===== src/sms_map.svh =====
// Purpose: Register offsets, field widths and reset values of the move sequencer
// Assumes: Avalon-MM byte addresses, one 32-bit word per register
// Notes: Definitions only
`ifndef SMS_MAP_SVH
`define SMS_MAP_SVH
// ****************************************************************
// Register byte offsets
// ****************************************************************
`define SMS_ADDR_W 6
`define SMS_OFF_CTRL 6'h00
`define SMS_OFF_STATUS 6'h04
`define SMS_OFF_TARGET 6'h08
`define SMS_OFF_SPEED 6'h0c
`define SMS_OFF_START 6'h10
`define SMS_OFF_ACCEL 6'h14
`define SMS_OFF_DECEL 6'h18
`define SMS_OFF_REGSTEPS 6'h1c
`define SMS_OFF_MINREG 6'h20
`define SMS_OFF_POS 6'h24
`define SMS_OFF_ENC 6'h28
// ****************************************************************
// Field widths and reset values
// ****************************************************************
`define SMS_CTRL_W 10
`define SMS_SPD_W 16
`define SMS_ACC_W 24
`define SMS_RST_SPEED 16'h0400
`define SMS_RST_START 16'h0080
`define SMS_RST_RAMP 16'h0008
`endif


===== src/sms_pkg.sv =====
// Purpose: Types shared by the move sequencer
// Assumes: Nothing beyond SystemVerilog
// Notes: Control word travels as a packed struct
package sms_pkg;
    // ****************************************************************
    // Sequencer states and move kinds
    // ****************************************************************
    typedef enum logic [1:0] {
        SMS_IDLE = 2'b00,
        SMS_RUN = 2'b01,
        SMS_DECEL = 2'b10,
        SMS_HELD = 2'b11
    } sms_state_t;

    typedef enum logic [1:0] {
        SMS_MV_NONE = 2'b00,
        SMS_MV_REG = 2'b01,
        SMS_MV_REL = 2'b10,
        SMS_MV_ABS = 2'b11
    } sms_kind_t;

    // Control register layout, bit 0 at the bottom
    typedef struct packed {
        logic reg_dir_cw;   // [9] registration direction
        logic enc_mode;     // [8] encoder-controlled moves
        logic preset;       // [7] preset position strobe
        logic err_reset;    // [6] reset errors strobe
        logic imm_stop;     // [5] immediate stop level
        logic resume;       // [4] resume strobe
        logic hold;         // [3] hold, acts on toggle
        logic abs_go;       // [2] absolute start strobe
        logic rel_go;       // [1] relative start strobe
        logic reg_cmd;      // [0] registration command level
    } sms_ctrl_t;
endpackage


===== src/sms_sequencer.sv =====
// Purpose: Move-command sequencer of a stepper indexer with Avalon-MM registers
// Assumes: One 50 MHz clock; all pins are asynchronous and pass two flops
// Notes: Speed is a phase increment; step rate = speed * f_clk / 2^24
// Behaviour
// - Registration command cleared starts controlled stop
// - Stop input active at start: min plus steps
// - Hold in registration: decelerate, no steps, no hold
// - Immediate-stop bit rising stops motion at once
// - E-stop input rising stops motion at once
// - Same-direction limit stops and locks that direction
// - Start allowed opposite an active limit
// - Relative sign sets direction, magnitude sets counts
// - Relative moves allowed with position invalid
// - Hold in relative move stops into held state
// - Absolute direction and counts from target minus position
// - Absolute refused unless position valid
// - Hold in absolute move stops into held state
// - Encoder mode counts encoder, not steps, except registration moves, which count steps
// - Encoder target reached starts deceleration
// - Relative encoder needs no preset, resumable
// - Registration stop emits programmed steps while decelerating
// - Registration stop conditions level, deferred to minimum
//
// Chosen here: the Avalon-MM slave port and the placing of the registers.
`include "sms_map.svh"
`timescale 1ns/1ns
`default_nettype none
module sms_sequencer (
    input wire logic sys_clk,                     // 50 MHz clock
    input wire logic resetn,                      // Async reset, active low
    input wire logic [`SMS_ADDR_W-1:0] address,   // Avalon byte address
    input wire logic read,                        // Avalon read
    input wire logic write,                       // Avalon write
    input wire logic [31:0] writedata,            // Avalon write data
    output logic [31:0] readdata,                 // Avalon read data
    output logic waitrequest,                     // Avalon wait
    input wire logic estop_in,                    // E-stop input pin
    input wire logic mstop_in,                    // Manual move stop input pin
    input wire logic cw_lim_in,                   // Clockwise limit pin
    input wire logic ccw_lim_in,                  // Counter-clockwise limit pin
    input wire logic enc_a_in,                    // Encoder channel A
    input wire logic enc_b_in,                    // Encoder channel B
    output logic step_out,                        // One-cycle step pulse
    output logic dir_cw_out                       // Direction, high for clockwise
);
    // ****************************************************************
    // Pin synchronisers
    // ****************************************************************
    logic [5:0] pin_m_q, pin_s_q, pin_p_q;
    // Two flops, then a third stage for edge detection
    always_ff @(posedge sys_clk or negedge resetn) begin
        if (!resetn) begin
            pin_m_q <= 6'h00;
            pin_s_q <= 6'h00;
            pin_p_q <= 6'h00;
        end else begin
            pin_m_q <= {enc_b_in, enc_a_in, ccw_lim_in, cw_lim_in, mstop_in, estop_in};
            pin_s_q <= pin_m_q;
            pin_p_q <= pin_s_q;
        end
    end
    logic estop_rise, mstop_lvl, mstop_rise, cw_lim, ccw_lim;
    assign estop_rise = pin_s_q[0] & ~pin_p_q[0];
    assign mstop_lvl = pin_s_q[1];
    assign mstop_rise = pin_s_q[1] & ~pin_p_q[1];
    assign cw_lim = pin_s_q[2];
    assign ccw_lim = pin_s_q[3];

    // ****************************************************************
    // Avalon-MM slave
    // ****************************************************************
    logic ack_q;
    logic wr_take;
    assign waitrequest = (read | write) & ~ack_q;
    assign wr_take = write & ack_q;
    // One wait cycle, then the request completes
    always_ff @(posedge sys_clk or negedge resetn) begin
        if (!resetn) begin
            ack_q <= 1'b0;
        end else begin
            ack_q <= (read | write) & ~ack_q;
        end
    end

    sms_pkg::sms_ctrl_t ctrl_q, ctrl_prev_q;
    logic [31:0] target_q, regsteps_q, minreg_q, pos_q, enc_q;
    logic [`SMS_SPD_W-1:0] speed_q, start_q, accel_q, decel_q;
    logic [`SMS_CTRL_W-1:0] wd_ctrl;
    assign wd_ctrl = writedata[`SMS_CTRL_W-1:0];
    // Parameter registers; strobe bits self-clear after one cycle
    always_ff @(posedge sys_clk or negedge resetn) begin
        if (!resetn) begin
            ctrl_q <= '0;
            target_q <= 32'h0000_0000;
            speed_q <= `SMS_RST_SPEED;
            start_q <= `SMS_RST_START;
            accel_q <= `SMS_RST_RAMP;
            decel_q <= `SMS_RST_RAMP;
            regsteps_q <= 32'h0000_0000;
            minreg_q <= 32'h0000_0000;
        end else begin
            ctrl_q.rel_go <= 1'b0;
            ctrl_q.abs_go <= 1'b0;
            ctrl_q.resume <= 1'b0;
            ctrl_q.err_reset <= 1'b0;
            ctrl_q.preset <= 1'b0;
            if (wr_take) begin
                case (address)
                    `SMS_OFF_CTRL: ctrl_q <= sms_pkg::sms_ctrl_t'(wd_ctrl);
                    `SMS_OFF_TARGET: target_q <= writedata;
                    `SMS_OFF_SPEED: speed_q <= writedata[`SMS_SPD_W-1:0];
                    `SMS_OFF_START: start_q <= writedata[`SMS_SPD_W-1:0];
                    `SMS_OFF_ACCEL: accel_q <= writedata[`SMS_SPD_W-1:0];
                    `SMS_OFF_DECEL: decel_q <= writedata[`SMS_SPD_W-1:0];
                    `SMS_OFF_REGSTEPS: regsteps_q <= writedata;
                    `SMS_OFF_MINREG: minreg_q <= writedata;
                    default: ;
                endcase
            end
        end
    end

    // Previous control word for edge and toggle detection
    always_ff @(posedge sys_clk or negedge resetn) begin
        if (!resetn) begin
            ctrl_prev_q <= '0;
        end else begin
            ctrl_prev_q <= ctrl_q;
        end
    end
    logic hold_tgl, imm_rise, reg_rise, halt_now;
    assign hold_tgl = ctrl_q.hold ^ ctrl_prev_q.hold;
    assign imm_rise = ctrl_q.imm_stop & ~ctrl_prev_q.imm_stop;
    assign reg_rise = ctrl_q.reg_cmd & ~ctrl_prev_q.reg_cmd;

    // ****************************************************************
    // Sequencer state
    // ****************************************************************
    sms_pkg::sms_state_t state_q;
    sms_pkg::sms_kind_t kind_q;
    logic enc_mv_q, pos_valid_q, cw_lock_q, ccw_lock_q, refused_q;
    logic stop_pend_q, reg_tail_q, hold_stop_q;
    logic [31:0] remain_q, travel_q, ramp_steps_q;
    logic [`SMS_SPD_W-1:0] cur_spd_q;
    logic [`SMS_ACC_W-1:0] phase_q;
    logic [`SMS_ACC_W:0] phase_sum;
    logic step_tick, moving, lim_hit, lock_hit;
    logic [31:0] abs_diff, rel_mag, abs_mag;
    logic [1:0] enc_prev_q;
    logic enc_tick;

    assign moving = (state_q == sms_pkg::SMS_RUN) | (state_q == sms_pkg::SMS_DECEL);
    assign phase_sum = {1'b0, phase_q} + {{(`SMS_ACC_W+1-`SMS_SPD_W){1'b0}}, cur_spd_q};
    assign step_tick = moving & phase_sum[`SMS_ACC_W];
    assign lim_hit = moving & (dir_cw_out ? cw_lim : ccw_lim);
    assign lock_hit = moving & (dir_cw_out ? ccw_lim & ~pin_p_q[3] : cw_lim & ~pin_p_q[2]);
    assign halt_now = imm_rise | estop_rise | lim_hit | lock_hit;
    assign abs_diff = target_q - pos_q;
    assign rel_mag = target_q[31] ? (32'h0 - target_q) : target_q;
    assign abs_mag = abs_diff[31] ? (32'h0 - abs_diff) : abs_diff;
    // Encoder count in either direction (one count per A edge)
    assign enc_tick = pin_s_q[4] ^ enc_prev_q[0];

    // Start acceptance: a direction is blocked by its lock or its own active limit
    logic cw_ok, ccw_ok, rel_ok, abs_ok, reg_ok;
    assign cw_ok = ~cw_lock_q & ~cw_lim;
    assign ccw_ok = ~ccw_lock_q & ~ccw_lim;
    assign rel_ok = target_q[31] ? ccw_ok : cw_ok;
    assign abs_ok = pos_valid_q & (abs_diff[31] ? ccw_ok : cw_ok);
    assign reg_ok = ctrl_q.reg_dir_cw ? cw_ok : ccw_ok;

    // Registration stop condition: level of command, latched stop input
    logic reg_stop_cond, min_done;
    assign reg_stop_cond = ~ctrl_q.reg_cmd | stop_pend_q;
    assign min_done = travel_q >= minreg_q;

    // Remaining distance that calls for deceleration (symmetric ramp estimate)
    logic need_decel;
    assign need_decel = enc_mv_q ? (remain_q == 32'h0) : (remain_q <= ramp_steps_q);

    // Main move state machine
    always_ff @(posedge sys_clk or negedge resetn) begin
        if (!resetn) begin
            state_q <= sms_pkg::SMS_IDLE;
            kind_q <= sms_pkg::SMS_MV_NONE;
            enc_mv_q <= 1'b0;
            dir_cw_out <= 1'b1;
            remain_q <= 32'h0;
            reg_tail_q <= 1'b0;
            hold_stop_q <= 1'b0;
        end else if (halt_now) begin
            state_q <= sms_pkg::SMS_IDLE;
            kind_q <= sms_pkg::SMS_MV_NONE;
        end else begin
            case (state_q)
                sms_pkg::SMS_IDLE: begin
                    reg_tail_q <= 1'b0;
                    hold_stop_q <= 1'b0;
                    enc_mv_q <= ctrl_q.enc_mode;
                    if (reg_rise && reg_ok) begin
                        kind_q <= sms_pkg::SMS_MV_REG;
                        dir_cw_out <= ctrl_q.reg_dir_cw;
                        enc_mv_q <= 1'b0;
                        state_q <= sms_pkg::SMS_RUN;
                    end else if (ctrl_q.rel_go && rel_ok && rel_mag != 32'h0) begin
                        kind_q <= sms_pkg::SMS_MV_REL;
                        dir_cw_out <= ~target_q[31];
                        remain_q <= rel_mag;
                        state_q <= sms_pkg::SMS_RUN;
                    end else if (ctrl_q.abs_go && abs_ok && abs_mag != 32'h0) begin
                        kind_q <= sms_pkg::SMS_MV_ABS;
                        dir_cw_out <= ~abs_diff[31];
                        remain_q <= abs_mag;
                        state_q <= sms_pkg::SMS_RUN;
                    end
                end
                sms_pkg::SMS_RUN: begin
                    if ((enc_mv_q ? enc_tick : step_tick) && kind_q != sms_pkg::SMS_MV_REG) begin
                        remain_q <= remain_q - 32'h1;
                    end
                    if (hold_tgl) begin
                        hold_stop_q <= 1'b1;
                        state_q <= sms_pkg::SMS_DECEL;
                    end else if (kind_q == sms_pkg::SMS_MV_REG) begin
                        if (reg_stop_cond && min_done) begin
                            reg_tail_q <= 1'b1;
                            remain_q <= regsteps_q;
                            state_q <= (regsteps_q == 32'h0) ? sms_pkg::SMS_IDLE
                                                             : sms_pkg::SMS_DECEL;
                        end
                    end else if (need_decel) begin
                        state_q <= sms_pkg::SMS_DECEL;
                    end
                end
                sms_pkg::SMS_DECEL: begin
                    if ((enc_mv_q ? enc_tick : step_tick) && remain_q != 32'h0) begin
                        remain_q <= remain_q - 32'h1;
                    end
                    if (hold_stop_q) begin
                        if (cur_spd_q <= start_q) begin
                            // Registration ends; others park in the held state
                            state_q <= (kind_q == sms_pkg::SMS_MV_REG) ? sms_pkg::SMS_IDLE
                                                                       : sms_pkg::SMS_HELD;
                        end
                    end else if (reg_tail_q || !enc_mv_q) begin
                        // Step count ends the move even if still fast
                        if (remain_q == 32'h0 ||
                            (remain_q == 32'h1 && step_tick)) begin
                            state_q <= sms_pkg::SMS_IDLE;
                        end
                    end else if (cur_spd_q <= start_q) begin
                        state_q <= sms_pkg::SMS_IDLE;
                    end
                end
                sms_pkg::SMS_HELD: begin
                    hold_stop_q <= 1'b0;
                    if (ctrl_q.resume && (dir_cw_out ? cw_ok : ccw_ok)) begin
                        state_q <= (remain_q == 32'h0 && !enc_mv_q) ? sms_pkg::SMS_IDLE
                                                                    : sms_pkg::SMS_RUN;
                    end
                end
                default: state_q <= sms_pkg::SMS_IDLE;
            endcase
        end
    end

    // Speed profile: start speed, ramp per step, clamp at both ends
    always_ff @(posedge sys_clk or negedge resetn) begin
        if (!resetn) begin
            cur_spd_q <= 16'h0000;
            ramp_steps_q <= 32'h0;
        end else if (!moving) begin
            cur_spd_q <= start_q;
            ramp_steps_q <= 32'h0;
        end else if (step_tick) begin
            if (state_q == sms_pkg::SMS_DECEL) begin
                cur_spd_q <= (cur_spd_q - start_q > decel_q) ? cur_spd_q - decel_q : start_q;
            end else if (cur_spd_q < speed_q) begin
                cur_spd_q <= (speed_q - cur_spd_q > accel_q) ? cur_spd_q + accel_q : speed_q;
                ramp_steps_q <= ramp_steps_q + 32'h1;
            end
        end
    end

    // Phase accumulator and step pulse
    always_ff @(posedge sys_clk or negedge resetn) begin
        if (!resetn) begin
            phase_q <= 24'h000000;
            step_out <= 1'b0;
        end else begin
            phase_q <= moving ? phase_sum[`SMS_ACC_W-1:0] : 24'h000000;
            step_out <= step_tick;
        end
    end

    // Registration travel and latched stop input
    always_ff @(posedge sys_clk or negedge resetn) begin
        if (!resetn) begin
            travel_q <= 32'h0;
            stop_pend_q <= 1'b0;
        end else if (state_q == sms_pkg::SMS_IDLE) begin
            travel_q <= 32'h0;
            stop_pend_q <= reg_rise & mstop_lvl;
        end else begin
            if (step_tick) begin
                travel_q <= travel_q + 32'h1;
            end
            if (mstop_rise) begin
                stop_pend_q <= 1'b1;
            end
        end
    end

    // Position, validity, locks and refusal flag
    always_ff @(posedge sys_clk or negedge resetn) begin
        if (!resetn) begin
            pos_q <= 32'h0;
            pos_valid_q <= 1'b0;
            cw_lock_q <= 1'b0;
            ccw_lock_q <= 1'b0;
            refused_q <= 1'b0;
        end else begin
            if (wr_take && address == `SMS_OFF_POS) begin
                pos_q <= writedata;
                pos_valid_q <= 1'b1;
            end else begin
                if (step_tick) begin
                    pos_q <= dir_cw_out ? pos_q + 32'h1 : pos_q - 32'h1;
                end
                if (halt_now) begin
                    pos_valid_q <= 1'b0;
                end
            end
            // Lock set wins over a simultaneous reset
            if (ctrl_q.err_reset) begin
                cw_lock_q <= 1'b0;
                ccw_lock_q <= 1'b0;
                refused_q <= 1'b0;
            end
            if (lim_hit && dir_cw_out) begin
                cw_lock_q <= 1'b1;
            end
            if (lim_hit && !dir_cw_out) begin
                ccw_lock_q <= 1'b1;
            end
            if (state_q == sms_pkg::SMS_IDLE && ctrl_q.abs_go && !abs_ok) begin
                refused_q <= 1'b1;
            end
        end
    end

    // Encoder counter
    always_ff @(posedge sys_clk or negedge resetn) begin
        if (!resetn) begin
            enc_q <= 32'h0;
            enc_prev_q <= 2'b00;
        end else begin
            enc_prev_q <= pin_s_q[5:4];
            if (enc_tick) begin
                enc_q <= (pin_s_q[4] ^ pin_s_q[5]) ? enc_q + 32'h1 : enc_q - 32'h1;
            end
        end
    end

    // Read data, registered before the completing edge
    always_ff @(posedge sys_clk or negedge resetn) begin
        if (!resetn) begin
            readdata <= 32'h0;
        end else if (read && !ack_q) begin
            case (address)
                `SMS_OFF_CTRL: readdata <= {22'h0, ctrl_q};
                `SMS_OFF_STATUS: readdata <= {20'h0, refused_q, ccw_lock_q, cw_lock_q,
                                              pos_valid_q, dir_cw_out, enc_mv_q,
                                              kind_q, 2'b00, state_q};
                `SMS_OFF_TARGET: readdata <= target_q;
                `SMS_OFF_SPEED: readdata <= {16'h0, speed_q};
                `SMS_OFF_START: readdata <= {16'h0, start_q};
                `SMS_OFF_ACCEL: readdata <= {16'h0, accel_q};
                `SMS_OFF_DECEL: readdata <= {16'h0, decel_q};
                `SMS_OFF_REGSTEPS: readdata <= regsteps_q;
                `SMS_OFF_MINREG: readdata <= minreg_q;
                `SMS_OFF_POS: readdata <= pos_q;
                `SMS_OFF_ENC: readdata <= enc_q;
                default: readdata <= 32'h0;
            endcase
        end
    end
endmodule
`default_nettype wire


===== config.mk =====
export PLATFORM = sky130hd
export DESIGN_NAME = sms_sequencer
export DESIGN_NICKNAME = d
export VERILOG_FILES = /design/src/sms_pkg.sv /design/src/sms_sequencer.sv
export VERILOG_INCLUDE_DIRS = /design/src
export SDC_FILE = /design/constraint.sdc
export NUM_CORES = 2
export LEC_CHECK = 0
export BUFFER_PORTS_ARGS = -buffer_cell sky130_fd_sc_hd__buf_2
export CORE_ASPECT_RATIO = 1.75
export CORE_MARGIN = 2
export CORE_UTILIZATION = 60
export DETAILED_ROUTE_END_ITERATION = 8
export PLACE_DENSITY = 0.74
export SYNTH_ARGS = -nofsm -noshare
export SYNTH_HDL_FRONTEND = slang
export SYNTH_SLANG_ARGS = --single-unit

===== constraint.sdc =====
create_clock -name sys_clk -period 7.38 [get_ports sys_clk]
set_input_delay 0.369 -clock sys_clk [delete_from_list [all_inputs] [get_ports sys_clk]]
set_output_delay 0.369 -clock sys_clk [all_outputs]
set_load 0.005 [all_outputs]

==> metrics.cfg <==
[status]
status=finished, final reports clean

[worst_setup_path]
critical_path_class=reg -> reg
path_max_fanout=26
critPathLaunchType=register
path_depth=19
crit_path_end_kind=register
critPathMaxStageDelay_ps=560
path_common_cell=inv_1
cp.required_ps=7840
cp_slowest_cell=nor2b_1
cp_top_family=simple AND/OR/NAND/NOR gates
reg2reg_depth=19
path_buf_inv=2
crit_path_cell_trace=inv_1 > ha_1 > inv_1 > fa_1 > a211oi_4 > o211ai_2 > and3_1 > nor3_4 > xor2_2 > o31ai_1 > nor2b_1 > nand4_1 > mux2i_1 > o32a_1 > nor4_2 > nand3_2 > nand4b_2 > nand2_4 > mux2_4
arrival_ps=6560

[synth]
synth_top_area_share_pct=31.4
ys_types=112
synth_edf_count=0
synth_warnings=0
netlist_instances=4057
ys_seq_area_share_pct=31.8
async_reset_ff_share_pct=100
avgSynthCellArea_um2=8.47
synth.area.top_cells=dfrtp_1 (31%), ha_1 (10%), a21oi_1 (4.7%)
synth_nets=4389
synthFlopType=dfrtp_1
ys_ff_latch=437
yosysTopAreaCell=dfrtp_1
syn-cell-area_um2=34400

[power]
p_total_mw=11.9
power_density_nw_per_um2=321
power.leakage_nw=16.7
ir_worst_vdd_mv=0.209

[clock_tree]
cts_setup_buffers=0
clock_sinks=437
htreeDepth=2
cts_buffer_depth=3
tritoncts=yes
cts_made_buffers=43
clock_latency_ps=610
clockRootBuffer=clkbuf_16
clkSlewWorstSetupHoldPaths_ps=60

[timing]
whs_ps=54.9
grt_setup_unrepaired=false
slew_headroom_pct=17.8
final_max_slew_viol_count=0
tightest_slew_ps=1220
hold_violations=0
finalWorstPathRequiredPeriod_ps=6100
finalSetupTns_ps=0
fin_skew_ps=39.4
max_freq_mhz=164
setup_violations=0
fin_crit_sh_pct=82.6

[placement]
portBuffers=82
place.gp.congestion=1.04
hpwl_um=90500

[routing]
vias=31685
routed_wl_um=120000
avgRoutedWirePerCell_um=24.7
first_iter_violations=2870
dr.pass1.iters=8
drc=0
ant_nets=0
viasPerCell=6.52

[floorplanning]
start_util_pct=60.4
die-area_um2=59300
core_um2=56900
die_y_um=321
die_x_um=185
boundaryPins=83
rows=116

[finish]
nNetsFinal=4390
layout-drive-gt1-share_pct=10.9
synthToLayoutAreaGrowth_pct=8.09
utilization_pct=65.3

[grt]
grt_antenna_before_repair=5
grt_pass1_wl_um=183000
grt_pass1_vias=30965
grt_start_max_net_pins=162
track_usage_pct=40.8
grt-ovfl-total=0

[min_path]
min_path_cells=3
hp-class=in -> reg

[job]
cap_violations=0

## registers in the layout, indices dropped and copies added (netlist names), 24 cells and up
name and flops:
pos_q 32, travel_q 32, regsteps_q 32, ramp_steps_q 32, remain_q 32, readdata 32
enc_q 32, minreg_q 32, target_q 32, phase_q 24
## cells in the mapped netlist, drive strengths merged (14+ instances only)
| cell type | number |
|---|---|
| o31ai | 28 |
| dfrtp | 432 |
| o21a | 32 |
| nor2b | 38 |
| mux2 | 154 |
| nand2b | 45 |
| a211oi | 35 |
| a21boi | 24 |
| xor2 | 103 |
| nand2 | 388 |
| xnor2 | 158 |
| or3 | 41 |
| ha | 276 |
| nand4 | 56 |
| nor2 | 379 |
| a21oi | 327 |
| a31oi | 37 |
| and3 | 34 |
| nor3 | 91 |
| mux2i | 88 |
| o211ai | 33 |
| a221oi | 37 |
| nand3 | 83 |
| o22ai | 27 |
| inv | 261 |
| a22oi | 16 |
| and2 | 23 |
| o221ai | 14 |
| nor4 | 31 |
| clkbuf | 128 |
| o21ai | 316 |
| a21o | 71 |
| buf | 55 |
## layout by cell type, fill, tap and decap left out, drive strengths merged, types with 41 or more instances in the layout
master	count
xnor2	158
nand2	388
mux2	154
ha	276
mux2i	88
buf	132
nor3	91
inv	262
nand2b	45
nand4	56
or3	41
dfrtp	432
o21ai	316
clkbuf	54
nand3	83
a21o	71
a21oi	327
nor2	379
xor2	103
## logic make-up after synthesis
kind of cell	after synthesis	share of synthesized area, %
simple gates	1270	17.5
mux	243	7.81
buf+inv	445	5.09
xor+xnor	261	6.69
fa+ha+maj	284	10.5
flops	437	31.8
compound gates	1117	20.6
## routing by layer
layer	GRT usage, %	share of wire, %
met5	0	0.022
met4	36.3	11
met3	7.16	7.0
met2	66.0	46
met1	45.9	36
## metrics by stage
stage | setup WS [ps] | instances | area [µm²]
after floorplan | 1990 | 4057 | 34400
after global placement | 1530 | 4773 | 35500
after detailed placement | 1390 | 4773 | 35500
after CTS | 1360 | 4858 | 37200
after global routing | 704 | 4859 | 37200
final | 1280 | 4862 | 37200
## area by class of cell
cell class,instances,area (µm²)
Timing Repair Buffer,139,891
Sequential cell,437,10900
Tap cell,767,960
Clock inverter,24,369
Inverter,262,983
Fill cell,4985,19700
Antenna cell,4,10.0
Multi-Input combinational cell,3175,21800
Clock buffer,54,1220
## tightest hold or removal path, cell delays in order
cell    delay (ps)
buf_2           90
nor2_1          30
nor2_1          90
## what timing repair did
action,CTS,global route
endpoints found under the hold margin,91,0
hold buffers,7,0
gates resized for setup,0,0
## power breakdown
group / leakage (nW) / total (mW) / switching (mW) / internal (mW)
registers: 5.59 / 3.32 / 0.569 / 2.75
logic: 10.3 / 6.06 / 3.63 / 2.43
clock network: 0.769 / 2.54 / 1.05 / 1.49
total: 16.7 / 11.9 / 5.24 / 6.67
## final timing paths
path,to,startpoint,slack (ps)
max in group asynchronous,kind_q[0],resetn,5440
hold reg to reg,pin_s_q[2],pin_m_q[2],350
min in group asynchronous,target_q[27],resetn,360
setup / recovery,remain_q[28],target_q[0],1280
setup reg to reg,remain_q[28],target_q[0],1280
hold / removal,ack_q,read,50
Note: power is estimated with default switching activity, not from simulation.
